===== src/pkg/bsc_pkg.sv =====
// shared constants and types of the board system-control block
package bsc_pkg;

  localparam int unsigned    CLK_PERIOD_NS    = 50;
  localparam int unsigned    WD_TIMEOUT_US    = 1000000;
  localparam int unsigned    WD_TIMEOUT_CYC   = (WD_TIMEOUT_US * 1000) / CLK_PERIOD_NS;

  localparam int unsigned    ADDR_W           = 8;
  localparam logic [7:0]     OFS_CMD          = 8'h00;
  localparam logic [7:0]     OFS_RUN          = 8'h04;
  localparam logic [7:0]     OFS_STATUS       = 8'h08;
  localparam logic [7:0]     OFS_DISPLAY      = 8'h0c;
  localparam logic [7:0]     OFS_SEGCODE      = 8'h10;
  localparam logic [7:0]     OFS_LED          = 8'h14;
  localparam logic [7:0]     OFS_ROTARY       = 8'h18;

  // command register bit positions (write one to act)
  localparam int unsigned    CMD_WD_START     = 0;
  localparam int unsigned    CMD_WD_KICK      = 1;
  localparam int unsigned    CMD_HALF_EN      = 2;
  localparam int unsigned    CMD_HALF_DIS     = 3;
  localparam int unsigned    CMD_HALF_CLR     = 4;
  localparam int unsigned    CMD_BTN_EN       = 5;
  localparam int unsigned    CMD_BTN_DIS      = 6;
  localparam int unsigned    CMD_BTN_CLR      = 7;
  localparam int unsigned    CMD_LED_ON       = 8;
  localparam int unsigned    CMD_LED_OFF      = 9;
  localparam int unsigned    CMD_LED_TOGGLE   = 10;
  localparam int unsigned    CMD_KICK_ALIAS   = 11;

  // status register bit positions
  localparam int unsigned    ST_RUNNING       = 0;
  localparam int unsigned    ST_HALF_PEND     = 1;
  localparam int unsigned    ST_HALF_EN       = 2;
  localparam int unsigned    ST_BTN_PEND      = 3;
  localparam int unsigned    ST_BTN_EN        = 4;
  localparam int unsigned    ST_LED_LIT       = 5;
  localparam int unsigned    ST_FLASH_RDY     = 6;
  localparam int unsigned    ST_EXPIRED       = 7;

  localparam logic [1:0]     RESP_OKAY        = 2'h0;
  localparam logic [1:0]     RESP_SLVERR      = 2'h2;
  localparam logic [7:0]     DISPLAY_RST      = 8'h00;

  typedef enum logic [1:0] {LED_BLACK, LED_GREEN, LED_RED, LED_YELLOW} bsc_colour_t;
  typedef enum logic [1:0] {WD_IDLE, WD_RUN, WD_EXPIRED} bsc_wd_t;

  typedef struct packed {
    logic        abort_n;
    logic [3:0]  rotary;
    logic        flash_ready;
  } bsc_panel_in_t;

  typedef struct packed {
    logic [7:0]  display;
    logic        led_red;
    logic        led_green;
  } bsc_panel_out_t;

  typedef struct packed {
    bsc_wd_t       wd;
    logic [31:0]   cnt;
    logic          half_en;
    logic          half_pend;
    logic          btn_en;
    logic          btn_pend;
    logic          nmi;
    logic          expired;
    logic          btn_irq;
    bsc_colour_t   colour;
    logic [7:0]    display;
    logic [3:0]    seg_val;
    logic          abort_s1;
    logic          abort_s2;
    logic          abort_s3;
    logic [3:0]    rot_s1;
    logic [3:0]    rot_s2;
    logic          rdy_s1;
    logic          rdy_s2;
    logic          aw_held;
    logic [7:0]    awaddr_h;
    logic          w_held;
    logic [31:0]   wdata_h;
    logic [3:0]    wstrb_h;
    logic          awready;
    logic          wready;
    logic          bvalid;
    logic [1:0]    bresp;
    logic          arready;
    logic          rvalid;
    logic [1:0]    rresp;
    logic [31:0]   rdata;
  } bsc_state_t;

endpackage


===== src/design/bsc_top.sv =====
// board system control: watchdog, abort button, display, led, rotary and flash status
// Functional notes
// [RL1] start command begins watchdog counting immediately
// [RL2] once running, stop requests are ignored
// [RL3] half interval raises interrupt when enabled
// [RL4] disabled half interrupt is never generated
// [RL5] half interval interrupt drives nmi line
// [RL6] half interval pending flag is readable
// [RL7] software clear removes half interval pending
// [RL8] kick restarts count; software kicks in time
// [RL9] enabled abort press raises an interrupt
// [RL10] disabled abort press raises no interrupt
// [RL11] abort pending flag is readable
// [RL12] software clear removes abort pending
// [RL13] display byte held, drives segments directly
// [RL14] segment conversion uses low four bits
// [RL15] led colours black green red yellow
// [RL16] led on lights yellow
// [RL17] led lit state is readable
// [RL18] toggle flips led on and off
// [RL19] rotary position reads as zero to 15
// [RL20] flash ready status bit is readable
// [RL21] pending flags hold until cleared or reset
//
// Implementation choices: register access over AXI4-Lite and the address map.
`timescale 1ns/1ns
`default_nettype none
module bsc_top
  import bsc_pkg::*;
#(
  parameter int unsigned WD_CYCLES = bsc_pkg::WD_TIMEOUT_CYC
) (
  input  wire logic                 aclk,
  input  wire logic                 aresetn,
  input  wire logic                 ce,
  input  wire logic [7:0]           s_axi_awaddr,
  input  wire logic                 s_axi_awvalid,
  output logic                      s_axi_awready,
  input  wire logic [31:0]          s_axi_wdata,
  input  wire logic [3:0]           s_axi_wstrb,
  input  wire logic                 s_axi_wvalid,
  output logic                      s_axi_wready,
  output logic [1:0]                s_axi_bresp,
  output logic                      s_axi_bvalid,
  input  wire logic                 s_axi_bready,
  input  wire logic [7:0]           s_axi_araddr,
  input  wire logic                 s_axi_arvalid,
  output logic                      s_axi_arready,
  output logic [31:0]               s_axi_rdata,
  output logic [1:0]                s_axi_rresp,
  output logic                      s_axi_rvalid,
  input  wire logic                 s_axi_rready,
  input  wire bsc_pkg::bsc_panel_in_t  panel_in,
  output bsc_pkg::bsc_panel_out_t   panel_out,
  output logic                      nmi,
  output logic                      abort_irq,
  output logic                      wd_expired
);
  import bsc_pkg::*;

  localparam logic [31:0] HALF_CNT = 32'(WD_CYCLES / 2);
  localparam logic [31:0] FULL_CNT = 32'(WD_CYCLES);

  bsc_state_t s_q;
  bsc_state_t s_d;

  logic        wr_do;
  logic [31:0] wmask;
  logic [31:0] wval;
  logic [31:0] cmd;
  logic        cmd_start;
  logic        cmd_kick;
  logic        half_hit;
  logic        btn_press;
  logic        led_lit;
  logic        rd_take;
  logic [2:0]  rd_idx;

  // register index, 7 when unmapped
  function automatic logic [2:0] reg_index(input logic [7:0] a);
    unique case (a)
      OFS_CMD:     reg_index = 3'h0;
      OFS_RUN:     reg_index = 3'h1;
      OFS_STATUS:  reg_index = 3'h2;
      OFS_DISPLAY: reg_index = 3'h3;
      OFS_SEGCODE: reg_index = 3'h4;
      OFS_LED:     reg_index = 3'h5;
      OFS_ROTARY:  reg_index = 3'h6;
      default:     reg_index = 3'h7;
    endcase
  endfunction

  function automatic logic [6:0] seg_code(input logic [3:0] v);
    unique case (v)
      4'h0: seg_code = 7'h3f;
      4'h1: seg_code = 7'h06;
      4'h2: seg_code = 7'h5b;
      4'h3: seg_code = 7'h4f;
      4'h4: seg_code = 7'h66;
      4'h5: seg_code = 7'h6d;
      4'h6: seg_code = 7'h7d;
      4'h7: seg_code = 7'h07;
      4'h8: seg_code = 7'h7f;
      4'h9: seg_code = 7'h6f;
      4'ha: seg_code = 7'h77;
      4'hb: seg_code = 7'h7c;
      4'hc: seg_code = 7'h39;
      4'hd: seg_code = 7'h5e;
      4'he: seg_code = 7'h79;
      4'hf: seg_code = 7'h71;
    endcase
  endfunction

  always_comb begin
    s_d = s_q;
    // two-stage synchronisers, third stage only for the press edge
    s_d.abort_s1 = panel_in.abort_n;
    s_d.abort_s2 = s_q.abort_s1;
    s_d.abort_s3 = s_q.abort_s2;
    s_d.rot_s1   = panel_in.rotary;
    s_d.rot_s2   = s_q.rot_s1;
    s_d.rdy_s1   = panel_in.flash_ready;
    s_d.rdy_s2   = s_q.rdy_s1;
    btn_press    = s_q.abort_s3 && !s_q.abort_s2;
    led_lit      = (s_q.colour != LED_BLACK);
    rd_take      = ce && s_axi_arvalid && s_q.arready;
    rd_idx       = reg_index(s_axi_araddr);

    // write channel capture, either order
    if (s_axi_awvalid && s_q.awready) begin
      s_d.aw_held  = 1'b1;
      s_d.awaddr_h = s_axi_awaddr;
    end
    if (s_axi_wvalid && s_q.wready) begin
      s_d.w_held  = 1'b1;
      s_d.wdata_h = s_axi_wdata;
      s_d.wstrb_h = s_axi_wstrb;
    end
    wr_do = s_q.aw_held && s_q.w_held && !s_q.bvalid;
    for (int i = 0; i < 4; i++) begin
      wmask[i*8 +: 8] = {8{s_q.wstrb_h[i]}};
    end
    wval = s_q.wdata_h & wmask;
    cmd  = (wr_do && reg_index(s_q.awaddr_h) == 3'h0) ? wval : 32'h0;
    cmd_start = cmd[CMD_WD_START] ||
                (wr_do && reg_index(s_q.awaddr_h) == 3'h1 && wval[0]);
    cmd_kick  = cmd[CMD_WD_KICK] || cmd[CMD_KICK_ALIAS];

    if (wr_do) begin
      s_d.aw_held = 1'b0;
      s_d.w_held  = 1'b0;
      s_d.bvalid  = 1'b1;
      s_d.bresp   = (reg_index(s_q.awaddr_h) == 3'h7) ? RESP_SLVERR : RESP_OKAY;
      unique case (reg_index(s_q.awaddr_h))
        3'h3: s_d.display = (s_q.display & ~wmask[7:0]) | wval[7:0]; // [RL13]
        3'h4: if (s_q.wstrb_h[0]) s_d.seg_val = s_q.wdata_h[3:0]; // [RL14]
        3'h5: if (s_q.wstrb_h[0]) s_d.colour = bsc_colour_t'(s_q.wdata_h[1:0]); // [RL15]
        default: ;
      endcase
    end else if (s_q.bvalid && s_axi_bready) begin
      s_d.bvalid = 1'b0;
    end
    s_d.awready = !s_d.aw_held && !s_d.bvalid;
    s_d.wready  = !s_d.w_held && !s_d.bvalid;

    // led commands; off beats on, on beats toggle
    if (cmd[CMD_LED_TOGGLE]) begin
      s_d.colour = led_lit ? LED_BLACK : LED_YELLOW; // [RL18]
    end
    if (cmd[CMD_LED_ON]) begin
      s_d.colour = LED_YELLOW; // [RL16]
    end
    if (cmd[CMD_LED_OFF]) begin
      s_d.colour = LED_BLACK; // [RL15]
    end

    // watchdog; a zero run-control write is a stop that is never honoured
    half_hit = 1'b0;
    unique case (s_q.wd)
      WD_IDLE: begin
        if (cmd_start) begin
          s_d.wd  = WD_RUN; // [RL1]
          s_d.cnt = 32'h0;
        end
      end
      WD_RUN: begin
        if (cmd_kick) begin
          s_d.cnt = 32'h0; // [RL8]
        end else if (s_q.cnt == FULL_CNT - 32'h1) begin
          s_d.wd = WD_EXPIRED;
        end else begin
          s_d.cnt  = s_q.cnt + 32'h1; // [RL2]
          half_hit = (s_q.cnt == HALF_CNT - 32'h1);
        end
      end
      WD_EXPIRED: ;
    endcase
    s_d.expired = (s_d.wd == WD_EXPIRED);

    // half-interval flag: set wins over clear
    if (cmd[CMD_HALF_EN]) s_d.half_en = 1'b1;
    if (cmd[CMD_HALF_DIS]) s_d.half_en = 1'b0; // [RL4]
    if (cmd[CMD_HALF_CLR]) s_d.half_pend = 1'b0; // [RL7]
    if (half_hit && s_q.half_en) s_d.half_pend = 1'b1; // [RL3] [RL21]
    s_d.nmi = s_d.half_pend && s_d.half_en; // [RL5]

    // abort button flag: set wins over clear
    if (cmd[CMD_BTN_EN]) s_d.btn_en = 1'b1;
    if (cmd[CMD_BTN_DIS]) s_d.btn_en = 1'b0; // [RL10]
    if (cmd[CMD_BTN_CLR]) s_d.btn_pend = 1'b0; // [RL12]
    if (btn_press && s_q.btn_en) s_d.btn_pend = 1'b1; // [RL9] [RL21]
    s_d.btn_irq = s_d.btn_pend && s_d.btn_en;

    // read channel
    if (s_axi_arvalid && s_q.arready) begin
      s_d.arready = 1'b0;
      s_d.rvalid  = 1'b1;
      s_d.rresp   = RESP_OKAY;
      s_d.rdata   = 32'h0;
      unique case (reg_index(s_axi_araddr))
        3'h1: s_d.rdata[0] = (s_q.wd != WD_IDLE);
        3'h2: begin
          s_d.rdata[ST_RUNNING]   = (s_q.wd == WD_RUN);
          s_d.rdata[ST_HALF_PEND] = s_q.half_pend; // [RL6]
          s_d.rdata[ST_HALF_EN]   = s_q.half_en;
          s_d.rdata[ST_BTN_PEND]  = s_q.btn_pend; // [RL11]
          s_d.rdata[ST_BTN_EN]    = s_q.btn_en;
          s_d.rdata[ST_LED_LIT]   = led_lit; // [RL17]
          s_d.rdata[ST_FLASH_RDY] = s_q.rdy_s2; // [RL20]
          s_d.rdata[ST_EXPIRED]   = (s_q.wd == WD_EXPIRED);
        end
        3'h3: s_d.rdata[7:0] = s_q.display;
        3'h4: s_d.rdata[6:0] = seg_code(s_q.seg_val); // [RL14]
        3'h5: s_d.rdata[1:0] = s_q.colour;
        3'h6: s_d.rdata[3:0] = s_q.rot_s2; // [RL19]
        3'h7: s_d.rresp = RESP_SLVERR;
        default: ;
      endcase
    end else if (s_q.rvalid && s_axi_rready) begin
      s_d.rvalid  = 1'b0;
      s_d.arready = 1'b1;
    end
  end

  always_ff @(posedge aclk) begin
    if (!aresetn) begin
      s_q <= '{wd: WD_IDLE, colour: LED_BLACK, display: DISPLAY_RST,
               abort_s1: 1'b1, abort_s2: 1'b1, abort_s3: 1'b1,
               awready: 1'b1, wready: 1'b1, arready: 1'b1, default: '0};
    end else if (ce) begin
      s_q <= s_d;
    end
  end

  assign s_axi_awready = s_q.awready;
  assign s_axi_wready  = s_q.wready;
  assign s_axi_bvalid  = s_q.bvalid;
  assign s_axi_bresp   = s_q.bresp;
  assign s_axi_arready = s_q.arready;
  assign s_axi_rvalid  = s_q.rvalid;
  assign s_axi_rresp   = s_q.rresp;
  assign s_axi_rdata   = s_q.rdata;
  assign panel_out.display   = s_q.display; // [RL13]
  assign panel_out.led_red   = s_q.colour[1]; // [RL15]
  assign panel_out.led_green = s_q.colour[0];
  assign nmi           = s_q.nmi;
  assign abort_irq     = s_q.btn_irq;
  assign wd_expired    = s_q.expired;

  a_start_runs: assert property (@(posedge aclk) disable iff (!aresetn) // [RL1]
    ce && cmd_start && s_q.wd == WD_IDLE |=> s_q.wd == WD_RUN && s_q.cnt == 32'h0)
    else $error("start command did not start the watchdog");

  a_no_stop: assert property (@(posedge aclk) disable iff (!aresetn) // [RL2]
    s_q.wd != WD_IDLE |=> s_q.wd != WD_IDLE)
    else $error("running watchdog returned to idle");

  a_half_sets: assert property (@(posedge aclk) disable iff (!aresetn) // [RL3]
    ce && s_q.wd == WD_RUN && !cmd_kick && s_q.cnt == HALF_CNT - 32'h1 && s_q.half_en
    |=> s_q.half_pend && (nmi || !s_q.half_en))
    else $error("half interval did not raise the interrupt");

  a_dis_quiet: assert property (@(posedge aclk) disable iff (!aresetn) // [RL4]
    !s_q.half_en && !s_q.half_pend |=> !s_q.half_pend)
    else $error("half interrupt set while disabled");

  a_nmi_line: assert property (@(posedge aclk) disable iff (!aresetn) // [RL5]
    nmi == (s_q.half_pend && s_q.half_en))
    else $error("nmi line does not follow pending half interrupt");

  a_half_clear: assert property (@(posedge aclk) disable iff (!aresetn) // [RL7]
    ce && cmd[CMD_HALF_CLR] && !half_hit |=> !s_q.half_pend)
    else $error("clear did not remove half interrupt");

  a_kick_restart: assert property (@(posedge aclk) disable iff (!aresetn) // [RL8]
    ce && cmd_kick && s_q.wd == WD_RUN |=> s_q.cnt == 32'h0 && s_q.wd == WD_RUN)
    else $error("kick did not restart the count");

  a_btn_sets: assert property (@(posedge aclk) disable iff (!aresetn) // [RL9]
    ce && btn_press && s_q.btn_en |=> s_q.btn_pend && (abort_irq || !s_q.btn_en))
    else $error("abort press lost");

  a_btn_hold: assert property (@(posedge aclk) disable iff (!aresetn) // [RL21]
    s_q.btn_pend && !(ce && cmd[CMD_BTN_CLR]) |=> s_q.btn_pend)
    else $error("abort pending dropped without clear");

  a_led_toggle: assert property (@(posedge aclk) disable iff (!aresetn) // [RL18]
    ce && cmd[CMD_LED_TOGGLE] && !cmd[CMD_LED_ON] && !cmd[CMD_LED_OFF]
    |=> (s_q.colour == LED_BLACK) == $past(led_lit))
    else $error("toggle did not flip the led");

  a_half_hold: assert property (@(posedge aclk) disable iff (!aresetn) // [RL21]
    s_q.half_pend && !(ce && cmd[CMD_HALF_CLR]) |=> s_q.half_pend)
    else $error("half pending dropped without clear");

  a_btn_dis_quiet: assert property (@(posedge aclk) disable iff (!aresetn) // [RL10]
    !s_q.btn_en && !s_q.btn_pend |=> !s_q.btn_pend && !abort_irq)
    else $error("abort interrupt raised while disabled");

  a_btn_clear: assert property (@(posedge aclk) disable iff (!aresetn) // [RL12]
    ce && cmd[CMD_BTN_CLR] && !(btn_press && s_q.btn_en) |=> !s_q.btn_pend && !abort_irq)
    else $error("clear did not remove abort interrupt");

  a_disp_write: assert property (@(posedge aclk) disable iff (!aresetn) // [RL13]
    ce && wr_do && reg_index(s_q.awaddr_h) == 3'h3 && s_q.wstrb_h[0]
    |=> panel_out.display == $past(s_q.wdata_h[7:0]))
    else $error("display byte not driven to the segments");

  a_seg_low: assert property (@(posedge aclk) disable iff (!aresetn) // [RL14]
    ce && wr_do && reg_index(s_q.awaddr_h) == 3'h4 && s_q.wstrb_h[0]
    |=> s_q.seg_val == $past(s_q.wdata_h[3:0]))
    else $error("segment value not the low four bits");

  a_led_on_yel: assert property (@(posedge aclk) disable iff (!aresetn) // [RL16]
    ce && cmd[CMD_LED_ON] && !cmd[CMD_LED_OFF] |=> panel_out.led_red && panel_out.led_green)
    else $error("led on did not light yellow");

  a_led_black: assert property (@(posedge aclk) disable iff (!aresetn) // [RL15]
    ce && cmd[CMD_LED_OFF] |=> !panel_out.led_red && !panel_out.led_green)
    else $error("led off left the led lit");

  a_half_read: assert property (@(posedge aclk) disable iff (!aresetn) // [RL6]
    rd_take && rd_idx == 3'h2 |=> s_axi_rdata[ST_HALF_PEND] == $past(s_q.half_pend))
    else $error("half pending flag misread");

  a_btn_read: assert property (@(posedge aclk) disable iff (!aresetn) // [RL11]
    rd_take && rd_idx == 3'h2 |=> s_axi_rdata[ST_BTN_PEND] == $past(s_q.btn_pend))
    else $error("abort pending flag misread");

  a_led_read: assert property (@(posedge aclk) disable iff (!aresetn) // [RL17]
    rd_take && rd_idx == 3'h2 |=> s_axi_rdata[ST_LED_LIT] == ($past(s_q.colour) != LED_BLACK))
    else $error("led lit flag misread");

  a_rot_read: assert property (@(posedge aclk) disable iff (!aresetn) // [RL19]
    rd_take && rd_idx == 3'h6 |=> s_axi_rdata == {28'h0, $past(s_q.rot_s2)})
    else $error("rotary position misread");

  a_flash_read: assert property (@(posedge aclk) disable iff (!aresetn) // [RL20]
    rd_take && rd_idx == 3'h2 |=> s_axi_rdata[ST_FLASH_RDY] == $past(s_q.rdy_s2))
    else $error("flash ready flag misread");

endmodule
`default_nettype wire


===== config.mk =====
export PLATFORM = sky130hd
export DESIGN_NAME = bsc_top
export DESIGN_NICKNAME = d
export VERILOG_FILES = /design/src/pkg/bsc_pkg.sv /design/src/design/bsc_top.sv
export SDC_FILE = /design/constraint.sdc
export NUM_CORES = 1
export LEC_CHECK = 0
export ABC_AREA = 1
export BUFFER_PORTS_ARGS = -buffer_cell sky130_fd_sc_hd__buf_2
export CAP_MARGIN = 20
export CORE_MARGIN = 1
export CORE_UTILIZATION = 35
export CTS_CLUSTER_SIZE = 20
export DETAILED_ROUTE_END_ITERATION = 8
export PLACE_DENSITY = 0.63
export REMOVE_ABC_BUFFERS = 1
export SETUP_SLACK_MARGIN = 0.05
export SYNTH_ARGS = -nofsm -noshare
export SYNTH_HDL_FRONTEND = slang
export SYNTH_SLANG_ARGS = --single-unit

===== constraint.sdc =====
create_clock -name aclk -period 2.3 [get_ports aclk]
set_input_delay 0.115 -clock aclk [delete_from_list [all_inputs] [get_ports aclk]]
set_output_delay 0.115 -clock aclk [all_outputs]
set_load 0.01 [all_outputs]

# Word level (Yosys, flattened, before mapping)
# Memory sizes are Yosys's and may differ from the RTL's. A register that Yosys moved wholly into a read port is not among the register bits.
# Index checks and enable logic that the tools add are counted.
dict set report word_totals {
  register_bits 131
  latchBits 0
  mem_bits_rw 0
  romBits 112
  out_inout_bits 54
  n_memories 1
}
dict set report op_classes {
  add_sub_neg 1
  mul 0
  div 0
  n_lt_le_gt_ge 0
  n_eq_ne 31
  shift 0
  n_mux 49
  bitwise 4
  n_reduce_logical 44
}
# name depth width rd rd_ports_with_merged_regs write_ports line
set mem_list {}
lappend mem_list {{(no name shown)} 16 7 1 1 0 bsc_top.sv:94} ;# unique case (v)
# op count
set ops {}
lappend ops {{34-bit one-hot mux with 2 select lines} 1}
lappend ops {{32-bit two-way mux} 2}
lappend ops {{8-bit by 5-bit equality test with 1-bit output (second input constant)} 6}
lappend ops {{3-bit one-hot mux with 7 select lines} 2}
lappend ops {{37-bit two-way mux} 1}
lappend ops {{34-bit two-way mux} 1}
lappend ops {{32-bit by 1-bit adder with 32-bit output (second input constant)} 1}
lappend ops {{32-bit by 24-bit equality test with 1-bit output (second input constant)} 1}
lappend ops {{32-bit by 25-bit equality test with 1-bit output (second input constant)} 1}
lappend ops {{8-bit by 4-bit equality test with 1-bit output (second input constant)} 4}
lappend ops {{2-bit two-way mux} 12}
lappend ops {{3-bit equality test (second input constant)} 7}
lappend ops {{1-bit logical AND} 17}
lappend ops {{8-bit by 3-bit equality test with 1-bit output (second input constant)} 2}
lappend ops {{8-bit zero test} 2}
lappend ops {{4-bit two-way mux} 4}
lappend ops {{1-bit two-way mux} 15}
lappend ops {{14-bit two-way mux} 1}
lappend ops {{12-bit bitwise AND} 1}
lappend ops {{12-bit two-way mux} 1}
lappend ops {{4-bit AND reduction} 3}
lappend ops {{4-bit nonzero test} 3}
lappend ops {{2-bit AND reduction} 5}
lappend ops {{3-bit by 2-bit equality test with 1-bit output (second input constant)} 3}
lappend ops {{22 further kinds} 33}

# Logic depth before layout (Yosys ltp)
dict set report logic_depth {
  depth_word 11
  depth_mapped 15
  mapped_depth_nobuf 13
}

# Worst setup path after synthesis
# No wires, ideal clock.
dict set report synth_timing {
  path_type {register -> register}
  startpoint {register s_q (netlist bit s_axi_bvalid)}
  endpoint {register with a tool-made name}
  setup_time_ps 114
  t_arrival_ps 1952
  required_ps 2186
  slack_ps 234
  path_stages_with_launch 13
  path_buffers 1
  period_less_slack_ps 2066
  cell_sequence {dfxtp_1 > nor3_4 > buf_4 > nand4_4 > nand2_1 > o21ai_0 > nor2_1 > inv_1 > ha_1 > inv_1 > nand3_1 > nand3_1 > nand2_1}
}
# item line
set synth_lines {}
lappend synth_lines {{start, declared} bsc_top.sv:64} ;# bsc_state_t s_q;
lappend synth_lines {{start signal, assigned} bsc_top.sv:247} ;# s_q <= '{wd: WD_IDLE, colour: LED_BLACK, display: DISPLAY_RST,

==> impl_metrics.tcl <==
set metrics [dict create \
    avgSynthCellArea_um2 6.39 \
    syn_to_final_growth_pct 18.7 \
    place_area_mm2 0.00711 \
    drt_iter0_drc 451 \
    fmax_ghz 0.496 \
    ant_nets 0 \
    numCtsBuffers 17 \
    startpoint_type "register" \
    ys.flop_type "dfxtp_1" \
    hold_violations 0 \
    finalCritPeriodShare_pct 87.6 \
    fp.dieH_um 141 \
    synth_adder_area_share_pct 1.48 \
    final_cell_mix "nand2_1 (256), nor2_1 (170), dfxtp_1 (114), nand3_1 (103), inv_1 (100)" \
    rsz0062_at_grt "true" \
    cp.arrival_ps 2320 \
    cts-root-buf "clkbuf_16" \
    cts_tree "done" \
    ys_ff_latch 114 \
    vias 6706 \
    dr.pass1.iters 7 \
    gp_congestion 0.896 \
    hold_path.class "in -> reg" \
    nNetsFinal 1212 \
    antenna_found_initial 0 \
    grt_pass1_vias 6203 \
    max_slew_margin_pct 47.9 \
    cp.required_ps 2600 \
    timing.critical_path.from "s_q[78]$_SDFFE_PN0P_" \
    worst_pin_slew_ps 780 \
    drt-wirelength-per-cell_um 13.1 \
    max-cap-violations 0 \
    io_pins 120 \
    cp-end-kind "register" \
    diodes 0 \
    layout_commonest_cell "nand2_1" \
    synth-xor-area-share_pct 0.260 \
    setup_tns_ps 0 \
    h-tree-depth 4 \
    totalWireLength_um 18100 \
    synth_edf_count 0 \
    syn-cell-area_mm2 0.00674 \
    clock_path_buffers 2 \
    dr_wl_met3_um 718 \
    syn-instance-count 1055 \
    routed_via_density 4.84 \
    peakVddDrop_uv 592 \
    grt_overflow 0 \
    grt_pass1_wl_um 30200 \
    yosys-mux-area-fraction_pct 0 \
    worstHoldStart "s_axi_awaddr[6]" \
    status "complete, no violations" \
    setup_viol 0 \
    crit_path_max_fanout 8 \
    holdWs_ps 6.22 \
    leakagePower_nw 3.32 \
    dp_hpwl_um 12700 \
    die_area_mm2 0.0198 \
    synth_seq_area_share_pct 33.9 \
    io_buffers 71 \
    worst_skew_pair.late_latency_ps 410 \
    die_w_um 141 \
    wl_met2_um 8570 \
    grt_max_degree 50 \
    fin_area_mm2 0.00800 \
    setup.worst_path.class "reg -> reg" \
    ys_warn_count 0 \
    dr.max_layer_used "met4" \
    drive_gt1_share_pct 15.8 \
    cts_sinks 114 \
    core_area_mm2 0.0188 \
    start_util_pct 35.9 \
    cellPowerDensity_mw_per_mm2 651 \
    clk_pin_slew_ps 60 \
    synth_cell_types 43 \
    core.rowCount 50 \
    drt-met1-wl_um 8620 \
    drc_errors 0 \
    synth_compound_area_share_pct 12.8 \
    track_usage_pct 19.0 \
    finalPower_w 0.00521 \
    synth_top_family_by_area "simple AND/OR/NAND/NOR gates" \
    fin_crit_ps 2020 \
    n_fill_cell 1976 \
    finalMaxSlewViolations 0 \
    async_flop_share_pct 0 \
    r2r_start "s_q[78]$_SDFFE_PN0P_" \
    finalClockSkew_ps 8.50 \
    yosys.area_share.simple_pct 37.5 \
]
synth_stat cells (3+ instances only):
cell	number	area [um2]
dfxtp_1	114	2280
inv_2	4	15.0
o21ai_0	65	325
inv_1	101	379
nand4_1	15	93.8
o21bai_1	3	22.5
buf_4	48	360
nand3_1	103	515
nand2_1	257	965
nand2_2	14	87.6
nor2_1	172	646
a21oi_1	55	275
buf_2	8	40.0
nor3_1	8	40.0
clkbuf_1	24	90.1
a21oi_2	13	114
or2_2	5	31.3
nand3b_1	3	22.5
ha_1	8	100
nor2_4	3	33.8
power by group:
group	switching, W	total (W)	internal, W
clock	0.00101	0.00256	0.00155
combinational	0.000321	0.000512	0.000191
sequential	0.0000741	0.00213	0.00206
cells by family (layout without fill, tap and decap cells):
group	Yosys count	after routing
AOI/OAI and AO/OA	151	151
xor gates and xnor gates	2	2
adders and majority gates	8	8
buffers and inverters	191	262
DFF	114	114
other	1	26
and+or+nand+nor	588	588
worst max-delay path: stages (launching register included):
cell	delay (ps)
dfxtp_1	330
nor2_4	150
nand2_2	90
nor2_2	180
nand4_4	160
o21ai_1	190
nand2_2	140
inv_1	140
ha_1	180
nand3_1	130
nand3_1	140
nand2_1	60
stage by stage:
| step | util [%] | std cells | worst slack [ps] |
|---|---|---|---|
| 2_1_floorplan | - | 995 | 1.73 |
| 3_3_place_gp | 37.9 | 1322 | 131 |
| 3_5_place_dp | 37.9 | 1322 | 120 |
| 4_1_cts | 42.4 | 1381 | 95.2 |
| 5_1_grt | 42.6 | 1385 | 37.9 |
| 6_report | 42.6 | 1385 | 285 |
final cells by class:
| cell class | instances | area, um2 | area share [%] |
|---|---|---|---|
| Sequential cell | 114 | 2280 | 28.5 |
| Tap cell | 234 | 293 | 3.66 |
| Clock inverter | 13 | 123 | 1.53 |
| Multi-Input combinational cell | 775 | 3610 | 45.2 |
| Inverter | 106 | 404 | 5.05 |
| Clock buffer | 19 | 453 | 5.66 |
| Timing Repair Buffer | 123 | 826 | 10.3 |
| Timing Repair inverter | 1 | 7.51 | 0.0938 |
timing repair:
item                                    CTS  global route
hold endpoints to repair                 27             0
buffers inserted                          0             3
hold buffers                             27             0
endpoints found under the setup margin    0            19
gates resized for setup                   0             8
worst paths after layout:
check                          to  slack (ps)  cells past startpoint
max                      register         280                     11
max reg2reg              register         280                     11
min reg2reg  s_q[56]$_SDFFE_PN0P_         450                      2
min          s_q[84]$_SDFFE_PN0P_           6                      3
metal layers:
metal,vias to the layer above,GRT usage [%]
met5,-,0
met2,167,32.2
met3,16,3.84
met1,3044,24.2
li1,3479,-
met4,0,5.55
Note: power is estimated with default switching activity, not from simulation.
